### src/shared/cflow_defs.vh
// Purpose: constants for the continuous flow-rate frame transmitter
// Assumes: one 50 MHz clock, asynchronous active-low reset
// Notes: character codes and timing counts used by the framer
// Behaviour
// - In mode 0 send flow rate frames whose length follows printed digit count.
// - Every frame byte is ASCII; the two check bytes are ASCII hex digits too.
// - Printed value fills positions 1 to Len-5, led by minus when negative.
// - Carriage return at Len-1 and line feed at Len close each frame.
`ifndef CFLOW_DEFS_VH
`define CFLOW_DEFS_VH
`define CFT_CLK_HZ      50000000
`define CFT_PERIOD_MS   100
`define CFT_MODE_FLOW   2'h0
`define CFT_CH_MINUS    8'h2D
`define CFT_CH_POINT    8'h2E
`define CFT_CH_ZERO     8'h30
`define CFT_CH_ALPHA    8'h37
`define CFT_CH_UNIT0    8'h44
`define CFT_CH_BLANK    8'h20
`define CFT_CH_CR       8'h0D
`define CFT_CH_LF       8'h0A
`define CFT_UNIT_MAX    3'h5
`define CFT_FIFO_DEPTH  8
`endif

### src/hdl/continuous_flow_frame_tx.v
// Purpose: builds flow-rate text frames and queues them towards a serial sender
// Assumes: inputs synchronous to clock_i; the serial sender drains char_* by valid/ready
// Notes: check bytes are the 8-bit sum of bytes 1..Len-4 printed as two hex digits
`timescale 1ns/1ps
`default_nettype none
`include "cflow_defs.vh"

module frame_fifo #(
  parameter WIDTH = 8,
  parameter DEPTH = `CFT_FIFO_DEPTH,
  parameter AW    = 3
) (
  input  wire             clock_i,
  input  wire             rst_b_i,
  input  wire [WIDTH-1:0] in_data_i,
  input  wire             in_valid_i,
  output wire             in_ready_o,
  output wire [WIDTH-1:0] out_data_o,
  output wire             out_valid_o,
  input  wire             out_ready_i
);
  reg [WIDTH-1:0] mem_r [0:DEPTH-1];
  reg [AW:0]      wr_ptr_r;
  reg [AW:0]      rd_ptr_r;
  wire            empty;
  wire            full;
  wire            push;
  wire            pop;

  assign empty       = (wr_ptr_r == rd_ptr_r);
  assign full        = (wr_ptr_r[AW-1:0] == rd_ptr_r[AW-1:0]) && (wr_ptr_r[AW] != rd_ptr_r[AW]);
  assign in_ready_o  = ~full;
  assign out_valid_o = ~empty;
  assign out_data_o  = mem_r[rd_ptr_r[AW-1:0]];
  assign push        = in_valid_i & ~full;
  assign pop         = out_ready_i & ~empty;

  always @(posedge clock_i) begin
    if (push) begin
      mem_r[wr_ptr_r[AW-1:0]] <= in_data_i;
    end
  end

  always @(posedge clock_i or negedge rst_b_i) begin
    if (!rst_b_i) begin
      wr_ptr_r <= {(AW+1){1'b0}};
      rd_ptr_r <= {(AW+1){1'b0}};
    end else begin
      if (push) begin
        wr_ptr_r <= wr_ptr_r + {{AW{1'b0}}, 1'b1};
      end
      if (pop) begin
        rd_ptr_r <= rd_ptr_r + {{AW{1'b0}}, 1'b1};
      end
    end
  end
endmodule

module continuous_flow_frame_tx #(
  parameter VW              = 24,
  parameter DIG_MAX         = 8,
  parameter SEND_PERIOD_CYC = `CFT_PERIOD_MS * (`CFT_CLK_HZ / 1000)
) (
  input  wire          clock_i,
  input  wire          rst_b_i,
  input  wire [1:0]    comm_mode_i,
  input  wire          period_en_i,
  input  wire          send_i,
  input  wire [VW-1:0] flow_value_i,
  input  wire [2:0]    dec_places_i,
  input  wire [2:0]    unit_code_i,
  output wire [7:0]    char_data_o,
  output wire          char_valid_o,
  input  wire          char_ready_i,
  output wire          busy_o
);
  localparam S_IDLE  = 4'h0;
  localparam S_CONV  = 4'h1;
  localparam S_SIGN  = 4'h2;
  localparam S_DIGIT = 4'h3;
  localparam S_POINT = 4'h4;
  localparam S_UNIT  = 4'h5;
  localparam S_CKHI  = 4'h6;
  localparam S_CKLO  = 4'h7;
  localparam S_CR    = 4'h8;
  localparam S_LF    = 4'h9;
  // Divisor sized to the value so the quotient and remainder keep their own widths
  localparam [VW-1:0] TEN = {{(VW-4){1'b0}}, 4'hA};

  function [7:0] hex_char;
    input [3:0] nib;
    begin
      hex_char = (nib < 4'hA) ? (`CFT_CH_ZERO + {4'h0, nib}) : (`CFT_CH_ALPHA + {4'h0, nib});
    end
  endfunction

  reg  [3:0]    state_r;
  reg  [VW-1:0] mag_r;
  reg           neg_r;
  reg  [2:0]    dec_r;
  reg  [2:0]    unit_r;
  reg  [3:0]    digit_r [0:DIG_MAX-1];
  reg  [3:0]    ndig_r;
  reg  [3:0]    pos_r;
  reg  [7:0]    sum_r;
  reg  [31:0]   tick_cnt_r;
  reg           pending_r;
  reg  [7:0]    push_data;
  reg           push_valid;
  wire          fifo_ready;
  wire          start;
  wire          tick;
  wire          adv;
  wire [VW-1:0] mag_div;
  wire [3:0]    mag_rem;
  wire [VW-1:0] mag_low;
  wire [3:0]    ndig_nxt;

  assign tick     = period_en_i && (tick_cnt_r == SEND_PERIOD_CYC - 1);
  assign start    = (state_r == S_IDLE) && (comm_mode_i == `CFT_MODE_FLOW) && (send_i | pending_r);
  assign adv      = push_valid & fifo_ready;
  assign mag_div  = mag_r / TEN;
  assign mag_low  = mag_r - mag_div * TEN;
  assign mag_rem  = mag_low[3:0];
  assign ndig_nxt = ndig_r + 4'h1;
  assign busy_o   = (state_r != S_IDLE);

  always @(posedge clock_i or negedge rst_b_i) begin
    if (!rst_b_i) begin
      tick_cnt_r <= 32'h0;
      pending_r  <= 1'b0;
    end else begin
      tick_cnt_r <= (tick || !period_en_i) ? 32'h0 : tick_cnt_r + 32'h1;
      // A tick during a busy frame is held, and wins over the clear by start
      pending_r  <= tick | (pending_r & ~start);
    end
  end

  // Digit store needs no reset: every frame rewrites the digits it prints
  always @(posedge clock_i) begin
    if (state_r == S_CONV) begin
      digit_r[ndig_r[2:0]] <= mag_rem;
    end
  end

  always @* begin
    push_valid = 1'b1;
    push_data  = `CFT_CH_BLANK;
    case (state_r)
      S_SIGN:  push_data = `CFT_CH_MINUS;
      S_DIGIT: push_data = `CFT_CH_ZERO + {4'h0, digit_r[pos_r[2:0]]};
      S_POINT: push_data = `CFT_CH_POINT;
      S_UNIT:  push_data = (unit_r <= `CFT_UNIT_MAX) ? (`CFT_CH_UNIT0 + {5'h0, unit_r}) : `CFT_CH_BLANK;
      S_CKHI:  push_data = hex_char(sum_r[7:4]);
      S_CKLO:  push_data = hex_char(sum_r[3:0]);
      S_CR:    push_data = `CFT_CH_CR;
      S_LF:    push_data = `CFT_CH_LF;
      default: push_valid = 1'b0;
    endcase
  end

  always @(posedge clock_i or negedge rst_b_i) begin
    if (!rst_b_i) begin
      state_r <= S_IDLE;
      mag_r   <= {VW{1'b0}};
      neg_r   <= 1'b0;
      dec_r   <= 3'h0;
      unit_r  <= 3'h0;
      ndig_r  <= 4'h0;
      pos_r   <= 4'h0;
      sum_r   <= 8'h0;
    end else begin
      if (adv && (state_r != S_CKHI) && (state_r != S_CKLO) && (state_r != S_CR) && (state_r != S_LF)) begin
        sum_r <= sum_r + push_data;
      end
      case (state_r)
        S_IDLE: begin
          if (start) begin
            neg_r   <= flow_value_i[VW-1];
            mag_r   <= flow_value_i[VW-1] ? (~flow_value_i + {{(VW-1){1'b0}}, 1'b1}) : flow_value_i;
            dec_r   <= dec_places_i;
            unit_r  <= unit_code_i;
            ndig_r  <= 4'h0;
            sum_r   <= 8'h0;
            state_r <= S_CONV;
          end
        end
        S_CONV: begin
          mag_r  <= mag_div;
          ndig_r <= ndig_nxt;
          if (((mag_div == {VW{1'b0}}) && (ndig_nxt > {1'b0, dec_r})) || (ndig_nxt == DIG_MAX)) begin
            pos_r   <= ndig_r;
            state_r <= neg_r ? S_SIGN : S_DIGIT;
          end
        end
        S_SIGN: begin
          if (adv) begin
            state_r <= S_DIGIT;
          end
        end
        S_DIGIT: begin
          if (adv) begin
            pos_r <= pos_r - 4'h1;
            if (pos_r == 4'h0) begin
              state_r <= S_UNIT;
            end else if ((pos_r == {1'b0, dec_r}) && (dec_r != 3'h0)) begin
              state_r <= S_POINT;
            end
          end
        end
        S_POINT: begin
          if (adv) begin
            state_r <= S_DIGIT;
          end
        end
        S_UNIT: begin
          if (adv) begin
            state_r <= S_CKHI;
          end
        end
        S_CKHI: begin
          if (adv) begin
            state_r <= S_CKLO;
          end
        end
        S_CKLO: begin
          if (adv) begin
            state_r <= S_CR;
          end
        end
        S_CR: begin
          if (adv) begin
            state_r <= S_LF;
          end
        end
        S_LF: begin
          if (adv) begin
            state_r <= S_IDLE;
          end
        end
        default: state_r <= S_IDLE;
      endcase
    end
  end

  // Queue decouples frame building from a slow serial line
  frame_fifo #(
    .WIDTH (8),
    .DEPTH (`CFT_FIFO_DEPTH),
    .AW    (3)
  ) u_fifo (
    .clock_i     (clock_i),
    .rst_b_i     (rst_b_i),
    .in_data_i   (push_data),
    .in_valid_i  (push_valid),
    .in_ready_o  (fifo_ready),
    .out_data_o  (char_data_o),
    .out_valid_o (char_valid_o),
    .out_ready_i (char_ready_i)
  );
endmodule
`default_nettype wire

### config.mk
export PLATFORM = sky130hd
export DESIGN_NAME = continuous_flow_frame_tx
export DESIGN_NICKNAME = d
export VERILOG_FILES = /design/src/hdl/continuous_flow_frame_tx.v
export VERILOG_INCLUDE_DIRS = /design/src /design/src/shared
export SDC_FILE = /design/constraint.sdc
export NUM_CORES = 1
export LEC_CHECK = 0
export BUFFER_PORTS_ARGS = -buffer_cell sky130_fd_sc_hd__buf_4
export CAP_MARGIN = 25
export CORE_ASPECT_RATIO = 0.8
export CORE_MARGIN = 2
export CORE_UTILIZATION = 58
export CTS_CLUSTER_DIAMETER = 120
export CTS_CLUSTER_SIZE = 8
export DETAILED_ROUTE_END_ITERATION = 8
export HOLD_SLACK_MARGIN = 0.12
export PLACE_DENSITY = 0.8
export SYNTH_ARGS = -nofsm -noshare
export SYNTH_HDL_FRONTEND = slang
export SYNTH_SLANG_ARGS = --single-unit
export TNS_END_PERCENT = 10
### constraint.sdc
create_clock -name clock_i -period 10.6 [get_ports clock_i]
set_clock_uncertainty 0.2 [all_clocks]
set_input_delay 1.06 -clock clock_i [delete_from_list [all_inputs] [get_ports clock_i]]
set_output_delay 1.06 -clock clock_i [all_outputs]
set_load 0.05 [all_outputs]
## Yosys cells after proc, flatten, opt, wreduce, memory -nomap -nowiden

Memory sizes are Yosys's and may differ from the RTL's.
Cells that the tools add are included.

- Output and inout bits: 10
- RAM bits: 96
- Register bits: 92
- Word-level logic and storage cells: 133
- Input port bits: 37
- Memories: 2

- Divide/modulo/power cells: 1
- $mul: 1
- Eq/ne operators: 29
- Bitwise gates (word level): 9
- Reduce and logical (&&, ||, !) cells: 27
- Mux-type cells: 34
- Magnitude comparators: 4
- Add/subtract/negate cells: 14

Memories:

| memory | depth | bits a word | rd ports | clocked after Yosys merged registers in | write ports | line | RTL |
|---|---|---|---|---|---|---|---|
| u_fifo.mem_r | 8 | 8 | 1 | 0 | 1 | continuous_flow_frame_tx.v:22 | `reg [WIDTH-1:0] mem_r [0:DEPTH-1];` |
| digit_r | 8 | 4 | 1 | 0 | 1 | continuous_flow_frame_tx.v:102 | `reg [3:0] digit_r [0:DIG_MAX-1];` |

Operator list:

| kind | number |
|---|---|
| 8-bit one-hot mux with 8 select lines | 1 |
| 4-bit two-way mux | 14 |
| 24-bit two-way mux | 2 |
| 24-bit one-hot mux with 2 select lines | 1 |
| 4-bit one-hot mux with 9 select lines | 1 |
| 6-bit by 4-bit adder with 7-bit output (first input constant) | 5 |
| 32-bit by 1-bit adder with 32-bit output (second input constant) | 1 |
| 32-bit by 23-bit equality test with 1-bit output (second input constant) | 1 |
| 32-bit two-way mux | 1 |
| 8-bit two-way mux | 4 |
| 24-bit by 1-bit adder with 24-bit output (second input constant) | 1 |
| 24-bit by 4-bit divider with 24-bit output (second input constant) | 1 |
| 24-bit logical NOT | 1 |
| 24-bit by 3-bit multiplier with 3-bit output (second input constant) | 1 |
| 24-bit NOT | 1 |
| 4-bit by 3-bit equality test with 1-bit output (second input constant) | 4 |
| 4-bit one-hot mux with 2 select lines | 2 |
| 7-bit two-way mux | 2 |
| 2-bit != test (second input constant) | 7 |
| 4-bit by 1-bit adder with 4-bit output (second input constant) | 3 |
| 4-bit equality test (second input constant) | 3 |
| 1-bit logical AND | 10 |
| 10-bit AND reduction | 1 |
| 7-bit by 3-bit adder with 8-bit output (first input constant) | 1 |
| 31 further kinds | 50 |

## Longest topological paths before layout

- Word-level depth: 11
- Mapped depth: 46
- Depth with buffers taken out: 39

## Cells and area by module

Synthesis repeated with hierarchy kept, for this count alone.

- Cells, all modules: 1,317
- Area, all modules: 12,858.6 um^2

Modules (own cells, without submodules):

| module | sequential area each (um^2) | cells each | area an instance (um^2) | times used |
|---|---|---|---|---|
| continuous_flow_frame_tx | 3,062.9 | 1,167 | 9,731.8 | 1 |
| frame_fifo | 2,122.0 | 150 | 3,126.7 | 1 |

## Worst setup path before layout

OpenSTA, ideal clock, no wires.

- Kind: reg-to-reg
- Start: register mag_r[19]
- End: memory digit_r[0][3] (data pin)
- Stages on the path, launching flop included: 43
- Period minus slack after synthesis: 9.918 ns
- Slack: 0.682 ns
- Path buffers: 4
- Required time: 10.169 ns
- Data arrival time: 9.487 ns
- Cell sequence: dfrtp_1 -> buf_4 -> buf_6 -> nor3b_2 -> nand3_1 -> o211a_2 -> or4b_1 -> o21a_2 -> a311oi_4 -> nand3_2 -> a31o_1 -> buf_4 -> nand2_4 -> o22ai_1 -> a22o_1 -> nor4_4 -> mux2_2 -> a21oi_1 -> [7 not listed] -> a211oi_1 -> o21a_1 -> nor3_2 -> maj3_1 -> a211oi_1 -> ha_1 -> nor2b_1 -> nor2_1 -> nand2_1 -> a31o_2 -> o211ai_1 -> a211o_1 -> ha_1 -> inv_1 -> fa_1 -> xor2_1 -> xnor2_1 -> xnor2_1

- Longest elaborated chain between the ends: 3

Ends and longest elaborated chain:

| element | line | RTL |
|---|---|---|
| start, declared | continuous_flow_frame_tx.v:98 | `reg [VW-1:0] mag_r;` |
| start signal, assigned | continuous_flow_frame_tx.v:165 | `mag_r <= {VW{1'b0}};` |
| start signal, assigned | continuous_flow_frame_tx.v:180 | `mag_r <= flow_value_i[VW-1] ? (~flow_value_i + {{(VW-1){1'b0}}, 1'b1}) : flow_value_i;` |
| start signal, assigned | continuous_flow_frame_tx.v:189 | `mag_r <= mag_div;` |
| 24-bit by 4-bit divider with 24-bit output | continuous_flow_frame_tx.v:122 | `assign mag_div = mag_r / TEN;` |
| 24-bit by 3-bit multiplier with 3-bit output | continuous_flow_frame_tx.v:123 | `assign mag_low = mag_r - mag_div * TEN;` |
| 4-bit subtractor | continuous_flow_frame_tx.v:123 |  |
| net mag_low[3] | continuous_flow_frame_tx.v:116 | `wire [VW-1:0] mag_low;` |
| end, declared | continuous_flow_frame_tx.v:102 |  |

The timed path passes the listed nets, and every way through them passes these cells.

## Worst setup path after layout

Ends and elaborated chain as after synthesis.

==> flow_summary_export.csv <==
group,metric,value,unit
routing,wl_met3,3070,um
cts,cts_tree,"yes",
synthesis,synth-edff-count,88,
global_route,track_usage,29.3,%
routing,drtIter0Drc,1415,
floorplan,die_w,173,um
placement,io_buffers,45,
synthesis,synthFlopType,"dfrtp_1",
finish,finish.utilization,68.6,%
routing,top_layer_used,"met4",
cts,cts_inserted_buffers,17,
global_route,grt_first_pass_wirelength,57600,um
timing,fmax,0.0971,GHz
critical_path,required,10.62,ns
global_route,grt_pass1_vias,11100,
finish,fillers,1691,
critical_path,worstSetupEndpointType,"flop",
finish,syn2layout_area_growth,16.1,%
synthesis,avgSynthCellArea,9.41,um^2
critical_path,r2r-end,"digit_r[0][3]",
floorplan,start_util,59.1,%
timing,maxSlewHeadroom,31.4,%
synthesis,syn_nets,1471,
global_route,grt_max_degree,66,
critical_path,worst_path_most_repeated_cell,"buf_4",
timing,drv_slew,0,
timing,hold_violations,0,
critical_path,cp.arrival,10.33,ns
cts,clkSlewWorstSetupHoldPaths,0.07,ns
synthesis,synth_warnings,0,
finish,drive_gt1_share,23.7,%
min_path,hp-start,"neg_r",
cts,clock_latency,0.44,ns
synthesis,ys_ff_latch,180,
global_route,antenna_found_initial,0,
synthesis,async_reset_ff_share,51.1,%
timing,worst_pin_slew,1.03,ns
finish,final-seq-area,4950,um^2
timing,setup_viol,0,
routing,drcViolationCount,0,
floorplan,fp-row-count,49,
finish,diodes,0,
floorplan,fp.coreArea,22500,um^2
cts,htree_levels,4,
placement,placed_cells,1731,
finish,instances_no_fill,1805,
routing,drt-total-wl,36200,um
routing,dr.pass1.iters,6,
timing,period_share,97.2,%
routing,wl_met2,16900,um
routing,met1_length,15300,um
floorplan,die_y,139,um
min_path,whs_endpoint,"neg_r",
routing,via_per_inst,6.63,
finish,multi_input_area,8130,um^2
run_status,status,"finished clean",
critical_path,path_max_fanout,10,
synthesis,ys_types,119,
placement,dp_hpwl,24300,um
global_route,grt-ovfl-total,0,
timing,period_minus_slack,10.30,ns
synthesis,syn_area,13300,um^2
placement,place.gp.congestion,0.965,
routing,wire_per_inst,20.1,um
min_path,hold_path.class,"flop to flop",
synthesis,synth_seq_area_share,37.2,%
run,cap_violations,0,
finish,nets,1545,
cts,root_buffer,"clkbuf_16",
critical_path,slowest_delay,0.53,ns
cts,clock_path_buffers,2,
routing,ant_nets,0,
critical_path,critical_path_class,"flop to flop",
routing,vias,12000,
cts,cts.sinks,180,
floorplan,dieArea,24100,um^2
min_path,min_path_cells,2,
synthesis,syn_inst,1412,
floorplan,io_pins,47,
critical_path,rr_startpoint,"mag_r[19]",
critical_path,r2r_cells,43,
critical_path,startpoint_type,"flop",
critical_path,cpMaxStageDelayCell,"or4_4",
critical_path,r2r_slack,0.30,ns
[final cells by class]
class / count / area share [%]
clock buffer: 18 / 2.78
clock inverter: 14 / 1.01
inverter: 39 / 0.949
multi-input combinational: 1089 / 52.7
sequential: 180 / 32.1
tap: 306 / 2.48
timing repair buffer: 159 / 7.96
[worst max path at each step]
stage / startpoint / endpoint / slack (ns) / cells past startpoint
3_5_place_dp: mag_r[21] / digit_r[6][3] / -0.08 / 38
6_report: mag_r[19] / digit_r[0][3] / 0.30 / 43
2_1_floorplan: mag_r[19] / digit_r[0][3] / 0.68 / 42
3_3_place_gp: mag_r[21] / digit_r[6][3] / 0.05 / 39
4_1_cts: mag_r[21] / digit_r[4][3] / 0.05 / 39
5_1_grt: mag_r[20] / digit_r[4][3] / -0.15 / 42
[worst max-delay path: cells and delay by family (launching register included)]
kind                       cells  cell delay, ns
buffers and inverters          6            0.88
xor gates and xnor gates       3            0.72
AOI/OAI and AO/OA             17            3.66
adders and majority gates      4            1.13
and+or+nand+nor               13            3.04
DFF                            1            0.45
[through the flow]
stage                     setup TNS, ns  area [um^2]  hold WS (ns)  worst slack [ns]
after global placement                0        14000         0.264            0.0517
after global routing              -1.20        15400         0.320            -0.151
final                                 0        15400         0.286             0.296
after CTS                             0        14700         0.286            0.0466
after floorplan                       0        13300         0.245             0.682
after detailed placement         -0.667        14000         0.265           -0.0834
[repair_timing]
action,CTS,global route
hold endpoints to repair,0,0
hold buffers,0,0
setup endpoints to repair,8,28
pin swaps,0,42
resized for setup,3,96
setup buffers,4,35
[layout by cell type, fill, tap and decap left out, types with 22 or more instances in the layout]
cell type	count
nand2_1	126
buf_4	144
nand3_1	61
nor3_1	50
a21oi_1	55
edfxtp_1	88
xor2_1	43
mux4_2	22
o21ai_0	62
nor2_1	121
xnor2_1	36
dfrtp_1	87
inv_1	34
[logic make-up after synthesis]
group	synth area share, %
compound gates	23.6
xor+xnor	5.72
fa+ha+maj	2.26
buf+inv	5.03
flops	37.2
mux	5.86
other cells	0.0282
simple gates	20.3
[metal layers]
layer,vias up,global-route usage [%]
met4,0,8.30
met3,82,5.05
met5,-,0
li1,5528,-
met2,587,46.8
met1,5775,41.2
[cells in the mapped netlist, drive strengths merged, types with 7 or more instances]
cell type / instances / area [um^2]
and3: 16 / 100
or2: 8 / 50.1
a21o: 18 / 136
o2111ai: 8 / 70.1
nand2: 133 / 517
xor2: 44 / 385
o22ai: 12 / 75.1
o31ai: 11 / 101
edfxtp: 88 / 2640
o221ai: 9 / 85.1
xnor2: 41 / 374
dfrtp: 92 / 2300
buf: 43 / 293
mux2: 10 / 113
a31oi: 23 / 180
o21ai: 81 / 413
mux2i: 17 / 170
nor2b: 13 / 81.3
ha: 20 / 250
a2111oi: 10 / 106
and2: 9 / 56.3
o311ai: 7 / 76.3
or3: 13 / 86.3
clkbuf: 61 / 229
a221oi: 10 / 124
o211ai: 18 / 150
a211oi: 20 / 180
a311oi: 12 / 153
mux4: 22 / 495
nor4: 22 / 153
nand2b: 18 / 113
nand4: 17 / 106
o211a: 7 / 70.1
a211o: 11 / 96.3
inv: 34 / 128
a31o: 7 / 61.3
a21oi: 61 / 332
nor3: 58 / 322
nor2: 125 / 472
nand3: 64 / 338
a22oi: 15 / 118
[flip-flops by register name (all words and copies together), names as in the netlist]
signal and count:
state_r 4, unit_r 3, u_fifo.mem_r 56, sum_r 8, ndig_r 4, mag_r 24, dec_r 3, digit_r 32
u_fifo.rd_ptr_r 4, tick_cnt_r 32, pos_r 4, neg_r 1, u_fifo.wr_ptr_r 4, pending_r 1
Power is not shown: default switching activity piles up to over one toggle a cycle in this logic, so the estimate is an artifact.
